`src/swi_defs.svh`:
```
`ifndef SWI_DEFS_SVH
`define SWI_DEFS_SVH
// =====================================================================
// register offsets (byte addresses, one 32-bit word each)
`define REG_STATUS 8'h00
`define REG_MASK 8'h04
`define REG_VBASE 8'h08
`define REG_STATE 8'h0c
// =====================================================================
// reset values
`define VBASE_RST 20'h00000
`define MASK_RST 7'h00
// =====================================================================
// fixed vector addresses and break redirect marker
`define VEC_UND 20'hfffdc
`define VEC_OVF 20'hfffe0
`define VEC_BRK 20'hfffe4
`define VEC_NMI 20'hffff8
`define VEC_REDIRECT 8'hff
// =====================================================================
// numbered vectors: 256-byte table, 4 bytes a vector, 0..31 shared
`define TABLE_BYTES 256
`define SHARED_LAST 6'd31
// =====================================================================
// event bit positions in status and mask
`define EV_UND 0
`define EV_OVF 1
`define EV_BRK 2
`define EV_INTN 3
`define EV_NMI 4
`define EV_MASKABLE 5
`define EV_STK_OVF 6
`define EV_W 7
`endif

```
`src/swi_pkg.sv`:
```
package swi_pkg;
  // class of the instruction that the decoder reports as completed
  typedef enum logic [2:0] {
    cls_none, cls_undef, cls_ovf_trap, cls_break, cls_vec_call, cls_return
  } instr_class_e;
  // arithmetic operations, only some of which touch the overflow flag
  typedef enum logic [3:0] {
    op_other, op_abs, op_add, op_adc, op_adcf, op_cmp, op_div, op_divu,
    op_divx, op_neg, op_rmpa, op_sbb, op_sha, op_sub, op_logic
  } alu_op_e;
  // vector fetch sequence
  typedef enum logic [1:0] {s_idle, s_fetch, s_redirect} seq_state_e;
endpackage

```
`src/swi_link_if.sv`:
```
`timescale 1ns/10ps
// carrier between the trap unit and its stack and event helpers
interface swi_link_if #(parameter int EW = 7, parameter int SW = 2);
  logic push;
  logic pop;
  logic full;
  logic empty;
  logic [SW-1:0] push_data;
  logic [SW-1:0] top_data;
  logic [EW-1:0] ev_set;
  logic [EW-1:0] status;
  logic [EW-1:0] mask;
  logic [EW-1:0] mask_wd;
  logic clr_rd;
  logic mask_we;
  logic irq;
  modport stk_user(output push, pop, push_data, input full, empty, top_data);
  modport stk_side(input push, pop, push_data, output full, empty, top_data);
  modport evt_user(output ev_set, clr_rd, mask_we, mask_wd, input status, mask, irq);
  modport evt_side(input ev_set, clr_rd, mask_we, mask_wd, output status, mask, irq);
endinterface

```
`src/event_reg.sv`:
```
`timescale 1ns/10ps
`include "swi_defs.svh"
// sticky status, clear on read, mask and a level interrupt
module event_reg #(parameter int W = 7) (
  input wire logic clock,
  input wire logic reset,
  swi_link_if.evt_side lk
);
  logic [W-1:0] status_q;
  logic [W-1:0] status_d;
  logic [W-1:0] mask_q;
  logic [W-1:0] mask_d;
  logic irq_q;

  // =====================================================================
  // a set in the cycle of the clearing read wins, so no event is lost
  assign status_d = (lk.clr_rd ? '0 : status_q) | lk.ev_set;
  assign mask_d = lk.mask_we ? lk.mask_wd : mask_q;
  assign lk.status = status_q;
  assign lk.mask = mask_q;
  assign lk.irq = irq_q;

  // status, mask and interrupt level update together
  always_ff @(posedge clock) begin
    if (reset) begin
      status_q <= '0;
      mask_q <= W'(`MASK_RST);
      irq_q <= 1'b0;
    end else begin
      status_q <= status_d;
      mask_q <= mask_d;
      irq_q <= |(status_d & mask_d);
    end
  end
endmodule

```
`src/flag_stack.sv`:
```
`timescale 1ns/10ps
// lifo of saved stack-select state, one entry per accepted interrupt while not full
module flag_stack #(parameter int DEPTH = 8, parameter int W = 2) (
  input wire logic clock,
  input wire logic reset,
  swi_link_if.stk_side lk
);
  localparam int CW = $clog2(DEPTH + 1);
  localparam int AW = $clog2(DEPTH);
  logic [W-1:0] mem_q [DEPTH];
  logic [CW-1:0] cnt_q;
  logic [CW-1:0] top_cnt;

  // =====================================================================
  // flags and top of stack
  assign top_cnt = cnt_q - CW'(1);
  assign lk.full = (cnt_q == CW'(DEPTH));
  assign lk.empty = (cnt_q == '0);
  assign lk.top_data = mem_q[top_cnt[AW-1:0]];

  // fill level; a push into a full stack is dropped and reported upstream
  always_ff @(posedge clock) begin
    if (reset) begin
      cnt_q <= '0;
    end else if (lk.push && !lk.full) begin
      cnt_q <= cnt_q + CW'(1);
    end else if (lk.pop && !lk.empty) begin
      cnt_q <= top_cnt;
    end
  end

  // storage needs no reset, the count guards it
  always_ff @(posedge clock) begin
    if (lk.push && !lk.full) begin
      mem_q[cnt_q[AW-1:0]] <= lk.push_data;
    end
  end
endmodule

```
`src/swi_trap_unit.sv`:
```
// What this block does
// - maskable request taken only with gate flag set and level above core level
// - nmi taken regardless of gate flag, above any level setting
// - instruction traps are raised by execution and never masked
// - undefined-opcode trap always raises the undefined instruction interrupt
// - overflow trap raises its interrupt only when overflow flag is 1
// - overflow flag updated by listed arithmetic instructions only
// - break instruction always raises the break interrupt
// - vector call takes numbers 0 to 63 and raises that interrupt
// - numbers 0 to 31 share vectors with peripheral requests
// - for 0 to 31, save stack-select flag and clear it before the sequence
// - return from such a handler restores the saved stack-select flag; a return at which an interrupt is accepted neither pops nor restores
// - numbers 32 to 63 leave the stack-select flag unchanged
// - numbered vectors sit at base plus four times n in 256 bytes
// - fixed trap vectors; break vector holding ff redirects through the table
`timescale 1ns/10ps
`include "swi_defs.svh"
module swi_trap_unit
  import swi_pkg::*;
#(
  parameter int STACK_DEPTH = 8
) (
  input wire logic clock,
  input wire logic reset,
  input wire logic instr_done,
  input instr_class_e instr_class,
  input wire logic [5:0] int_num,
  input wire logic alu_done,
  input alu_op_e alu_op,
  input wire logic alu_ov,
  input wire logic gate_flag,
  input wire logic [2:0] cpu_level,
  input wire logic irq_req,
  input wire logic [2:0] irq_level,
  input wire logic [4:0] irq_num,
  input wire logic nmi_req,
  input wire logic u_wr,
  input wire logic u_wdata,
  input wire logic [31:0] vec_rdata,
  input wire logic vec_valid,
  input wire logic [7:0] reg_addr,
  input wire logic [31:0] reg_wdata,
  input wire logic reg_we,
  input wire logic reg_re,
  output logic [31:0] reg_rdata,
  output logic stall,
  output logic vec_req,
  output logic [19:0] vec_addr,
  output logic handler_valid,
  output logic [19:0] handler_addr,
  output logic irq_ack,
  output logic stack_sel,
  output logic ov_flag,
  output logic irq
);
  swi_link_if #(.EW(`EV_W), .SW(2)) link();

  seq_state_e st_q;
  logic [19:0] vbase_q;
  logic u_q;
  logic ov_q;
  logic is_brk_q;
  logic stall_q;
  logic vec_req_q;
  logic [19:0] vec_addr_q;
  logic handler_valid_q;
  logic [19:0] handler_addr_q;
  logic irq_ack_q;
  logic [31:0] rdata_q;
  logic idle;
  logic take_sw;
  logic take_nmi;
  logic take_mi;
  logic accept;
  logic switch_u;
  logic ret_pop;
  logic redirect_hit;
  logic [5:0] sel_num;
  logic [19:0] tbl_addr;
  logic [19:0] acc_addr;
  logic [`EV_W-1:0] ev_set;
  logic [31:0] rdata_d;

  // =====================================================================
  // helpers
  flag_stack #(.DEPTH(STACK_DEPTH), .W(2)) u_stack (
    .clock(clock),
    .reset(reset),
    .lk(link.stk_side)
  );

  event_reg #(.W(`EV_W)) u_events (
    .clock(clock),
    .reset(reset),
    .lk(link.evt_side)
  );

  // arithmetic operations that set the overflow flag
  function automatic logic is_ov_op(input alu_op_e op);
    case (op)
      op_abs, op_add, op_adc, op_adcf, op_cmp, op_div, op_divu,
      op_divx, op_neg, op_rmpa, op_sbb, op_sha, op_sub: is_ov_op = 1'b1;
      default: is_ov_op = 1'b0;
    endcase
  endfunction

  // =====================================================================
  // acceptance at the instruction boundary
  assign idle = (st_q == s_idle);

  // instruction traps come first: they belong to the instruction just done
  always_comb begin
    take_sw = 1'b0;
    if (instr_done && idle) begin
      case (instr_class)
        cls_undef: take_sw = 1'b1;
        cls_ovf_trap: take_sw = ov_q;
        cls_break: take_sw = 1'b1;
        cls_vec_call: take_sw = 1'b1;
        default: take_sw = 1'b0;
      endcase
    end
  end

  // traps ignore the gate flag; nmi ignores gate and levels
  assign take_nmi = instr_done && idle && nmi_req && !take_sw;
  assign take_mi = instr_done && idle && irq_req && !take_sw && !take_nmi &&
                   gate_flag && (irq_level > cpu_level);
  assign accept = take_sw || take_nmi || take_mi;

  // number used for the relocatable table
  assign sel_num = take_mi ? {1'b0, irq_num} : int_num;
  assign tbl_addr = vbase_q + 20'({sel_num, 2'b00});

  // stack switch only for the shared low numbers
  assign switch_u = take_mi ||
                    (take_sw && instr_class == cls_vec_call &&
                     int_num <= `SHARED_LAST);

  // vector address of the accepted request
  always_comb begin
    acc_addr = tbl_addr;
    if (take_sw) begin
      case (instr_class)
        cls_undef: acc_addr = `VEC_UND;
        cls_ovf_trap: acc_addr = `VEC_OVF;
        cls_break: acc_addr = `VEC_BRK;
        default: acc_addr = tbl_addr;
      endcase
    end else if (take_nmi) begin
      acc_addr = `VEC_NMI;
    end
  end

  // =====================================================================
  // overflow flag, written only by the arithmetic group
  always_ff @(posedge clock) begin
    if (reset) begin
      ov_q <= 1'b0;
    end else if (alu_done && is_ov_op(alu_op)) begin
      ov_q <= alu_ov;
    end
  end

  // =====================================================================
  // stack-select flag and its save stack
  assign ret_pop = instr_done && idle && instr_class == cls_return && !accept;
  assign link.push = accept;
  assign link.push_data = {switch_u, u_q};
  assign link.pop = ret_pop;

  // acceptance beats a return, which beats a plain software write
  always_ff @(posedge clock) begin
    if (reset) begin
      u_q <= 1'b0;
    end else if (accept) begin
      if (switch_u) begin
        u_q <= 1'b0;
      end
    end else if (ret_pop && !link.empty) begin
      if (link.top_data[1]) begin
        u_q <= link.top_data[0];
      end
    end else if (u_wr) begin
      u_q <= u_wdata;
    end
  end

  // =====================================================================
  // vector fetch sequence
  assign redirect_hit = is_brk_q && vec_rdata[7:0] == `VEC_REDIRECT;

  // one fetch outstanding at a time; the core stalls until the handler
  always_ff @(posedge clock) begin
    if (reset) begin
      st_q <= s_idle;
      is_brk_q <= 1'b0;
      stall_q <= 1'b0;
      vec_req_q <= 1'b0;
      vec_addr_q <= '0;
      handler_valid_q <= 1'b0;
      handler_addr_q <= '0;
    end else begin
      vec_req_q <= 1'b0;
      handler_valid_q <= 1'b0;
      case (st_q)
        s_idle: begin
          if (accept) begin
            st_q <= s_fetch;
            stall_q <= 1'b1;
            vec_req_q <= 1'b1;
            vec_addr_q <= acc_addr;
            is_brk_q <= take_sw && instr_class == cls_break;
          end
        end
        s_fetch, s_redirect: begin
          if (vec_valid && st_q == s_fetch && redirect_hit) begin // only a first word redirects
            st_q <= s_redirect;
            vec_req_q <= 1'b1;
            vec_addr_q <= vbase_q;
          end else if (vec_valid) begin
            st_q <= s_idle;
            stall_q <= 1'b0;
            handler_valid_q <= 1'b1;
            handler_addr_q <= vec_rdata[19:0];
          end
        end
        default: begin
          st_q <= s_idle;
          stall_q <= 1'b0;
        end
      endcase
    end
  end

  // acknowledge to the interrupt controller so it drops the request
  always_ff @(posedge clock) begin
    if (reset) begin
      irq_ack_q <= 1'b0;
    end else begin
      irq_ack_q <= take_mi;
    end
  end

  // =====================================================================
  // events
  always_comb begin
    ev_set = '0;
    ev_set[`EV_UND] = take_sw && instr_class == cls_undef;
    ev_set[`EV_OVF] = take_sw && instr_class == cls_ovf_trap;
    ev_set[`EV_BRK] = take_sw && instr_class == cls_break;
    ev_set[`EV_INTN] = take_sw && instr_class == cls_vec_call;
    ev_set[`EV_NMI] = take_nmi;
    ev_set[`EV_MASKABLE] = take_mi;
    ev_set[`EV_STK_OVF] = accept && link.full;
  end
  assign link.ev_set = ev_set;
  assign link.clr_rd = reg_re && reg_addr == `REG_STATUS;
  assign link.mask_we = reg_we && reg_addr == `REG_MASK;
  assign link.mask_wd = reg_wdata[`EV_W-1:0];

  // =====================================================================
  // register port; the table base keeps word alignment
  always_ff @(posedge clock) begin
    if (reset) begin
      vbase_q <= `VBASE_RST;
    end else if (reg_we && reg_addr == `REG_VBASE) begin
      vbase_q <= {reg_wdata[19:2], 2'b00};
    end
  end

  // read mux; unmapped addresses read zero
  always_comb begin
    rdata_d = '0;
    case (reg_addr)
      `REG_STATUS: rdata_d[`EV_W-1:0] = link.status;
      `REG_MASK: rdata_d[`EV_W-1:0] = link.mask;
      `REG_VBASE: rdata_d[19:0] = vbase_q;
      `REG_STATE: rdata_d[3:0] = {link.empty, stall_q, ov_q, u_q};
      default: rdata_d = '0;
    endcase
  end

  // read data stand only in the cycle after the strobe
  always_ff @(posedge clock) begin
    if (reset) begin
      rdata_q <= '0;
    end else begin
      rdata_q <= reg_re ? rdata_d : '0;
    end
  end

  // =====================================================================
  // outputs
  assign reg_rdata = rdata_q;
  assign stall = stall_q;
  assign vec_req = vec_req_q;
  assign vec_addr = vec_addr_q;
  assign handler_valid = handler_valid_q;
  assign handler_addr = handler_addr_q;
  assign irq_ack = irq_ack_q;
  assign stack_sel = u_q;
  assign ov_flag = ov_q;
  assign irq = link.irq;
endmodule

```
`config.mk`:
```
export PLATFORM = sky130hd
export DESIGN_NAME = swi_trap_unit
export DESIGN_NICKNAME = d
export VERILOG_FILES = /design/src/swi_pkg.sv /design/src/swi_link_if.sv /design/src/event_reg.sv /design/src/flag_stack.sv /design/src/swi_trap_unit.sv
export VERILOG_INCLUDE_DIRS = /design/src
export SDC_FILE = /design/constraint.sdc
export NUM_CORES = 1
export LEC_CHECK = 0
export BUFFER_PORTS_ARGS = -buffer_cell sky130_fd_sc_hd__buf_2
export CORE_UTILIZATION = 51
export CTS_CLUSTER_DIAMETER = 200
export DETAILED_ROUTE_END_ITERATION = 10
export PLACE_DENSITY = 0.9
export RECOVER_POWER = 50
export SYNTH_ARGS = -nofsm -noshare
export SYNTH_HDL_FRONTEND = slang
export SYNTH_HIERARCHICAL = 1
export SYNTH_SLANG_ARGS = --single-unit
export TNS_END_PERCENT = 1
```
`constraint.sdc`:
```
create_clock -name clock -period 4.9 [get_ports clock]
set_input_delay 0.98 -clock clock [delete_from_list [all_inputs] [get_ports clock]]
set_output_delay 0.98 -clock clock [all_outputs]
set_load 0.05 [all_outputs]
```
# --- After elaboration in Yosys (flattened, before gate mapping) ---
# Memory sizes are Yosys's and may differ from the RTL's.
# Cells that the tools add are included.
op_classes:
  n_mux: 35
  addsub: 3
  n_reduce_logical: 51
  bitwise_logic: 6
  n_eq_ne: 19
  n_lt_le_gt_ge: 2
ops:
  columns: ["op", "count"]
  rows:
  - ["20-bit 2-to-1 mux", 4]
  - ["20-bit case mux with 3 select lines", 1]
  - ["20-bit case mux with 2 select lines", 1]
  - ["1-bit logical AND", 25]
  - ["20-bit by 8-bit adder with 20-bit output", 1]
  - ["8-bit by 4-bit equality test with 1-bit output (second input constant)", 2]
  - ["4-bit case mux with 4 select lines", 1]
  - ["1-bit 2-to-1 mux", 15]
  - ["7-bit 2-to-1 mux", 2]
  - ["3-bit AND reduction", 4]
  - ["3-bit case mux with 3 select lines", 1]
  - ["3-bit OR reduction", 3]
  - ["8-bit by 3-bit equality test with 1-bit output (second input constant)", 1]
  - ["8-bit equality test (second input constant)", 1]
  - ["8-bit zero test", 1]
  - ["4-bit 2-to-1 mux", 2]
  - ["7-bit bitwise AND", 1]
  - ["7-bit OR", 1]
  - ["7-bit OR reduction", 1]
  - ["3-bit by 2-bit equality test with 1-bit output (second input constant)", 2]
  - ["3-bit equality test (second input constant)", 2]
  - ["6-bit by 5-bit <= comparator with 1-bit output (second input constant)", 1]
  - ["2-bit 2-to-1 mux", 3]
  - ["6-bit 2-to-1 mux", 1]
  - ["other kinds (21)", 39]
totals:
  mem_bits_rw: 16
  out_inout_bits: 79
  inputBits: 109
  memories: 2
  regBits: 118
  rom_bits: 16
memory_table:
  columns: ["name", "depth", "word_bits", "rd", "rd_ports_with_merged_regs", "write_ports", "line_no", "source"]
  rows:
  - ["(name not given)", 16, 1, 1, 0, 0, "swi_trap_unit.sv:100", "case (op)"]
  - ["u_stack.mem_q", 8, 2, 1, 0, 1, "flag_stack.sv:10", "logic [W-1:0] mem_q [DEPTH];"]

# --- Logic depth before layout (Yosys ltp) ---
# Gate-level depths: netlist of the first run.
logic_depth:
  depth_word: 16
  mapped_depth: 17
  depth_no_buf: 17

# --- By module ---
# Netlist of the first run, hierarchy kept.
by_module_without_submodules:
  columns: ["mod", "n_inst", "area_each_um2", "cells_per_inst"]
  rows:
  - ["swi_trap_unit", 1, 4204.0, 499]
  - ["flag_stack", 1, 972.2, 71]
  - ["event_reg", 1, 518.0, 52]

# --- Worst setup path before layout of the first run ---
# No wires, ideal clock.
synth_timing:
  path_kind: "input to register"
  startpoint: "in cpu_level[1]"
  endpoint: "reg vec_addr_q[16], in the netlist vec_addr[16]"
  path_buffers: 0
  t_arrival_ps: 3912
  setup_slack_ps: 893
  stages: 17
  cell_sequence: "inv_1 > ha_1 > nor2b_1 > o311a_1 > nand4_1 > inv_1 > nand2_1 > nand2_1 > ha_1 > inv_1 > fa_1 > nand2b_1 > a2111oi_1 > nor2_1 > nor3_1 > xnor2_1 > a221oi_1"
synth_between:
  elab_chain_cells: 8
synth_rtl:
  columns: ["item", "line_no", "source"]
  rows:
  - ["start, declared", "swi_trap_unit.sv:32", "input wire logic [2:0] cpu_level,"]
  - ["3-bit greater-than comparator *", "swi_trap_unit.sv:128", "gate_flag && (irq_level > cpu_level);"]
  - ["1-bit logical AND *", "swi_trap_unit.sv:128", null]
  - ["named net ev_set[5]", "swi_trap_unit.sv:81", "logic [`EV_W-1:0] ev_set;"]
  - ["6-bit 2-to-1 mux", "swi_trap_unit.sv:132", "assign sel_num = take_mi ? {1'b0, irq_num} : int_num;"]
  - ["20-bit by 8-bit adder with 20-bit output", "swi_trap_unit.sv:133", "assign tbl_addr = vbase_q + 20'({sel_num, 2'b00});"]
  - ["20-bit case mux with 3 select lines or 20-bit 2-to-1 mux (tied branches)", "swi_trap_unit.sv:144, swi_trap_unit.sv:150", null]
  - ["20-bit 2-to-1 mux", "swi_trap_unit.sv:143", "if (take_sw) begin"]
  - ["20-bit 2-to-1 mux", "swi_trap_unit.sv:208", "if (accept) begin"]
  - ["20-bit case mux with 2 select lines", "swi_trap_unit.sv:206", "case (st_q)"]
  - ["end signal, assigned", "swi_trap_unit.sv:212", "vec_addr_q <= acc_addr;"]
  - ["end signal, assigned", "swi_trap_unit.sv:220", "vec_addr_q <= vbase_q;"]
  - ["end, declared", "swi_trap_unit.sv:65", "logic [19:0] vec_addr_q;"]
# The timed path passes the listed nets; every way through them passes the cells marked *. The select of a mux whose other input is x is not followed.
# A chain may end at the register's enable or synchronous reset.

# --- Worst setup path in the final report of the first run ---
# Same ends and word-level chain as after synthesis.

==> run metrics, run 1 <==
Routed Antenna Nets=0; CP required=about 5 ns; CTS hold repair buffers=0; post-synth top area share=between 30% and 40%; FMAX=around 240 MHz; I/O pin total=around 190; relative slew slack=-150%; Antenna diodes=0; max-cap violations=1; gr usage total=around a quarter; core area=between 10,000 and 15,000 µm²; clk sink count=120; Die X=~110 µm; async set or reset register ratio after synthesis=0%; failing checks=capacitance limit, slew limit; share of layout cells above drive strength 1=around 22%; placed cell area=6500 µm²; Routed WL=around 14,000 µm; Worst setup EP type=flop; RePlAce Congestion=roughly 0.86; Iter 0 DRT Violations=between 300 and 400; ranking of synthesized cells by area=dfxtp_1 (37%), edfxtp_1 (8.4%), mux2i_1 (6.0%), nand2_1 (5.1%), nor2_1 (5.1%); DP Wirelength=between 9000 and 10,000 µm; area of the die=~12,000 µm²; top cell type by total area after synthesis=dfxtp_1; Post-Syn Area=around 5700 µm²; max incr delay on CP=approximately 0.45 ns; CTS Buffer Depth=2; Netlist cell types=70; YS warnings=6; global-route wire length before repair=~23,000 µm; initial antenna violation count=2; Worst Hold Class=flop to flop; top layer reached by signal wires=met5; crit path kind=primary input to flop; fillers=slightly above 900; worst path arrival time=roughly 4.4 ns; sequence of cells on the critical path=buf_2 > inv_1 > ha_1 > nor2b_1 > o311a_1 > nand4_1 > inv_1 > nand2_1 > nand2_1 > ha_1 > inv_1 > fa_1 > nand2b_1 > a2111oi_1 > nor2_1 > nor3_1 > xnor2_1 > a221oi_1; Setup Buffers After CTS=0; worst ir drop on vdd=between 200 and 250 µV; Final Skew=between 0.008 and 0.009 ns; Total Nets Final=approximately 900; I/O Buffers=around 150; status=finished with violations; gate count after technology mapping=622; PostCTS Resize Cnt=0; pin count of the biggest net entering global routing=87; area added between synthesis and finish=23.2%; vias per cell=approximately 5.5; chip height=between 100 and 150 µm; slowest cell on the critical path=a2111oi_1; most used cell along the critical path=inv_1; CTS tree=yes; wire per inst=between 15 and 20 µm; Row Count=38; Tightest Pin Transition=approximately 3.8 ns; fin area=about 7000 µm²; FF+latch count, synth=120; Worst setup SP type=primary input; Syn Area/Cell=slightly above 9 µm²; Final setup viols=0; Crit path max-delay family=simple AND/OR/NAND/NOR gates; total grt overflow=0; worst path buffer plus inverter count=4; worst-path fanout max=5; Max Slew Vio Count=87; H-Tree Depth=4; DR vias=5,046; cts bufs inserted=17; Worst-path clk slew=0.06 ns; PwrDens=424 nW/µm²; Place WS=roughly 0.32 ns; Pre-antenna DRT Iters=9; root buffer cell=clkbuf_8; Post-synth EDFFs=16; Hold Fails Final Rpt=0; Seq/Total Area, Yosys=between 40% and 50%; final period utilization=between 80 and 90%; Top FF cell, synth=dfxtp_1; met2 WL post-DR=just under 7000 µm; met3 WL=1250 µm; Pleak=just under 0.003 µW; Clock Latency Late Sink=approximately 0.51 ns; DRC=0; starting density of the core=52.5%; WL met1=between 5000 and 6000 µm; Setup TNS=0 ns; vias in the first global route=about 4.8k; unrepaired setup endpoints after global routing=no; fin crit period=between 4 and 5 ns; post-route setup slack=about 0.65 ns
==> Yosys cell counts, types with 3 or more instances <==
cell      instances
a211oi_1          5
a21oi_1          46
a221o_1           3
a221oi_1         11
a221oi_2          3
a31oi_1           3
and2_1           15
buf_2             6
buf_4            14
clkbuf_1         17
dfxtp_1         104
edfxtp_1         16
ha_1             15
inv_1            35
inv_2             3
mux2_2            5
mux2i_1          34
mux4_2            6
nand2_1          78
nand2b_1          5
nand3_1           6
nand4_1           4
nor2_1           78
nor2b_1           6
nor3_1           11
nor3b_1           3
nor4_1            5
o21ai_0          14
o22ai_1           4
xnor2_1          11
xor2_1            6
==> final cells by class <==
| class | instances | area (µm²) | area share [%] |
|---|---|---|---|
| Tap cell | 140 | 175 | 2.50 |
| Clock buffer | 18 | 439 | 6.26 |
| Clock inverter | 14 | 139 | 1.98 |
| Multi-Input combinational cell | 437 | 2810 | 40.1 |
| Sequential cell | 120 | 2560 | 36.5 |
| Inverter | 38 | 143 | 2.03 |
| Timing Repair Buffer | 157 | 744 | 10.6 |
==> report_power, final <==
| group | leakage, µW | internal, µW | switching, µW |
|---|---|---|---|
| Combinational | 0.00169 | 198 | 463 |
| Sequential | 0.000991 | 1070 | 49.0 |
| Clock | 0.000281 | 714 | 481 |
==> worst reg2reg max path, delay by kind of cell (launching register included) <==
| family | cells | cell delay (ns) |
|---|---|---|
| AO/OA/AOI/OAI | 2 | 0.57 |
| adder cells (fa/ha/maj) | 3 | 0.83 |
| XOR/XNOR | 1 | 0.16 |
| AND/OR/NAND/NOR | 7 | 1.30 |
| flip-flops | 1 | 0.33 |
| buffers and inverters | 3 | 0.42 |
==> stage by stage <==
stage | util, % | hold slack (ns) | cells | power, µW
after floorplan | - | 0.449 | 635 | 1640
after global placement | 59.9 | 0.438 | 892 | 1780
after detailed placement | 59.9 | 0.444 | 892 | 1790
after CTS | 65.3 | 0.453 | 924 | 2980
after global routing | 64.7 | 0.477 | 924 | 3090
final | 64.7 | 0.450 | 924 | 2970
==> routing by layer <==
| metal | up-vias | track usage, % |
|---|---|---|
| met4 | 2 | 11.1 |
| li1 | 2440 | - |
| met1 | 2316 | 31.1 |
| met3 | 32 | 6.84 |
| met2 | 256 | 41.7 |
| met5 | - | 0 |
==> worst paths after layout <==
check | cells after the start | start | slack, ns | end
max | 18 | cpu_level[1] | 0.65 | vec_addr[16]
min | 2 | handler_addr[5] | 0.45 | handler_addr[5]
max reg2reg | 16 | st_q[0] | 0.95 | vec_addr[16]
min reg2reg | 2 | handler_addr[5] | 0.45 | handler_addr[5]
==> flip-flops by register name (all words and copies together), names as in the netlist, 2 cells and up <==
| signal | flops |
|---|---|
| st_q | 2 |
| reg_rdata | 20 |
| u_stack/mem_q | 16 |
| handler_addr | 20 |
| vec_addr | 18 |
| u_events/lk.status | 7 |
| u_events/lk.mask | 7 |
| u_stack/cnt_q | 4 |
| vbase_q | 18 |
==> cells in the final DEF, fill, tap and decap left out, types with 6 or more instances in the layout <==
cell type  Yosys  final
buf_2          6    106
ha_1          15     15
dfxtp_1      104    104
nand2_1       78     78
nor2_1        78     78
buf_4         14      6
a21oi_1       46     46
clkbuf_1      17     45
nor3_1        11     11
clkbuf_16      0     17
and2_1        15      9
xor2_1         6      6
mux4_2         6      6
xnor2_1       11     11
conb_1         1     14
nand3_1        6      6
o21ai_0       14     14
nor2b_1        6      6
inv_1         35     35
and2_0         0      6
a221oi_1      11     11
edfxtp_1      16     16
mux2i_1       34     34
==> kinds of logic after synthesis <==
logic type	synth area share (%)
other	0.0659
buffers and inverters	6.46
xor gates and xnor gates	2.61
and+or+nand+nor	18.0
adders and majority gates	3.65
AOI/OAI and AO/OA	14.6
DFF	45.0
muxes	9.60
Power figures use the tool's default switching activity.
==> inputs of run 2 (changes only) <==
--- a/config.mk
+++ b/config.mk
@@ -10,6 +10,7 @@
 export CORE_UTILIZATION = 51
 export CTS_CLUSTER_DIAMETER = 200
 export DETAILED_ROUTE_END_ITERATION = 10
+export MAX_ROUTING_LAYER = met4
 export PLACE_DENSITY = 0.9
 export RECOVER_POWER = 50
 export SYNTH_ARGS = -nofsm -noshare
==> run metrics, run 2 (synthesis gave the netlist of run 1 again) <==
status=finished with violations (unchanged); failing checks=capacitance limit, slew limit (unchanged); cts bufs inserted=17 (unchanged); R2R Path End=vec_addr[16] (unchanged); DP Wirelength=9830 µm (unchanged); post-layout utilization of the core=64.8% (was 64.7%); RePlAce Congestion=0.879 (was 0.865); DRC=0 (unchanged); Reg2Reg Launch Point=st_q[0] (unchanged); core area=10,800 µm² (unchanged); PwrDens=423 nW/µm² (was 424 nW/µm²); Iter 0 DRT Violations=335 (was 312); Clock Latency Late Sink=0.51 ns (about the same); clk sink count=120 (unchanged); unrepaired setup endpoints after global routing=no (unchanged); Total Nets Final=896 (unchanged); pin count of the biggest net entering global routing=87 (unchanged); max-cap violations=1 (unchanged); final period utilization=87.2% (was 86.6%); most frequent cells in the layout=buf_2 (106), dfxtp_1 (104), nand2_1 (78), nor2_1 (78), a21oi_1 (46) (unchanged); WHS Path Cells=2 (unchanged); Worst setup EP type=flop (unchanged); vias in the first global route=4,762 (was 4,767); area of the die=11,600 µm² (unchanged); share of layout cells above drive strength 1=21.8% (unchanged); Routed WL=14,100 µm (about the same); starting density of the core=52.5% (unchanged); commonest non-fill, non-tap cell in the layout=buf_2 (unchanged); CTS tree=yes (unchanged); H-Tree Depth=4 (unchanged); I/O Buffers=149 (unchanged); relative slew slack=-153% (was -150%); Max Slew Vio Count=87 (unchanged); crit path capture=vec_addr[16] (unchanged); Pleak=0.00297 µW (about the same); CP required=5.25 ns (was 5.08 ns); Setup Buffers After CTS=0 (unchanged); Routed Antenna Nets=0 (unchanged); Worst setup SP type=primary input (unchanged); area added between synthesis and finish=23.3% (was 23.2%); Final setup viols=0 (unchanged); Final Skew=0.00788 ns (was 0.00800 ns); Worst Hold Class=flop to flop (unchanged); reg-to-reg slack, setup=0.91 ns (was 0.95 ns); vias per cell=5.45 (was 5.46); Tightest Pin Transition=3.79 ns (was 3.75 ns); worst path arrival time=4.62 ns (was 4.42 ns); initial antenna violation count=2 (unchanged); Pre-antenna DRT Iters=5 (was 9); Worst-path clk slew=0.06 ns (about the same); total grt overflow=0 (unchanged); Row Count=38 (unchanged); worst r2r path cells=16 (unchanged); Setup TNS=0 ns (unchanged); Die X=108 µm (unchanged); worst-path fanout max=5 (unchanged); CTS hold repair buffers=0 (unchanged); gr usage total=26.0% (was 25.4%); DR vias=5,051 (was 5,046); chip height=108 µm (unchanged); FMAX=234 MHz (was 236 MHz); crit path kind=primary input to flop (unchanged); I/O pin total=188 (unchanged); fillers=916 (was 920); Hold Fails Final Rpt=0 (unchanged); fin crit period=4.27 ns (was 4.25 ns); root buffer cell=clkbuf_8 (unchanged); worst ir drop on vdd=222 µV (was 221 µV); PostCTS Resize Cnt=0 (unchanged); global-route wire length before repair=22,600 µm (was 22,700 µm); wire per inst=15.2 µm (was 15.3 µm); critical path startpoint=cpu_level[2] (was cpu_level[1]); CTS Buffer Depth=2 (unchanged)
run 2: final cells by class:
| class | count | area, µm² | area share [%] |
|---|---|---|---|
| multi-input cells | 437 | 2810 | 40.1 |
| flip-flops and latches | 120 | 2560 | 36.5 |
| repair buffers | 157 | 744 | 10.6 |
| clock buffers | 18 | 439 | 6.26 |
| well taps | 140 | 175 | 2.50 |
| inverters | 38 | 143 | 2.03 |
| clock inverters | 14 | 139 | 1.98 |
| diodes | 2 | 5.00 | 0.0713 |
run 2: worst min-delay path by stage:
stage	startpoint	to	slack [ns]
6_report	handler_addr[5]	handler_addr[5]	0.45
5_1_grt	handler_addr[15]	handler_addr[15]	0.48
4_1_cts	handler_addr[9]	handler_addr[9]	0.45
3_5_place_dp	handler_addr[9]	handler_addr[9]	0.44
3_3_place_gp	vec_addr[4]	vec_addr[4]	0.44
2_1_floorplan	is_brk_q	is_brk_q	0.45
run 2: worst max-delay path, stage by stage:
cell	delay (ns)
buf_2	0.07
inv_1	0.03
ha_1	0.29
nor2_1	0.05
a31oi_1	0.29
nand4_1	0.31
inv_1	0.24
nand2_1	0.09
nand2_1	0.10
ha_1	0.21
inv_1	0.07
fa_1	0.40
nand2b_1	0.19
a2111oi_1	0.46
nor2_1	0.16
nor3_1	0.20
xnor2_1	0.11
a221oi_1	0.36
run 2: power by group:
group / total [µW] / leakage [µW] / switching (µW) / internal (µW)
Sequential: 1120 / 0.000991 / 49.4 / 1070
Clock: 1190 / 0.000281 / 477 / 713
Combinational: 663 / 0.00169 / 465 / 198
Total: 2970 / 0.00297 / 991 / 1980
run 2: metrics by stage:
step                std cells  setup slack (ns)  power, µW  hold slack, ns  cell area, µm²
floorplan                 635             0.893       1640           0.449            5740
global placement          892             0.450       1780           0.438            6500
detailed placement        892             0.320       1790           0.444            6500
CTS                       924             0.785       2980           0.453            7080
global route              926             0.270       3090           0.477            7020
finish                    926             0.627       2970           0.450            7020
run 2: per-layer routing:
layer / global-route usage [%] / up-vias / share of wire [%]
li1: - / 2440 / -
met1: 31.2 / 2338 / 41
met2: 41.5 / 238 / 48
met3: 6.54 / 35 / 7.6
met4: 10.8 / 0 / 2.7
met5: - / - / 0
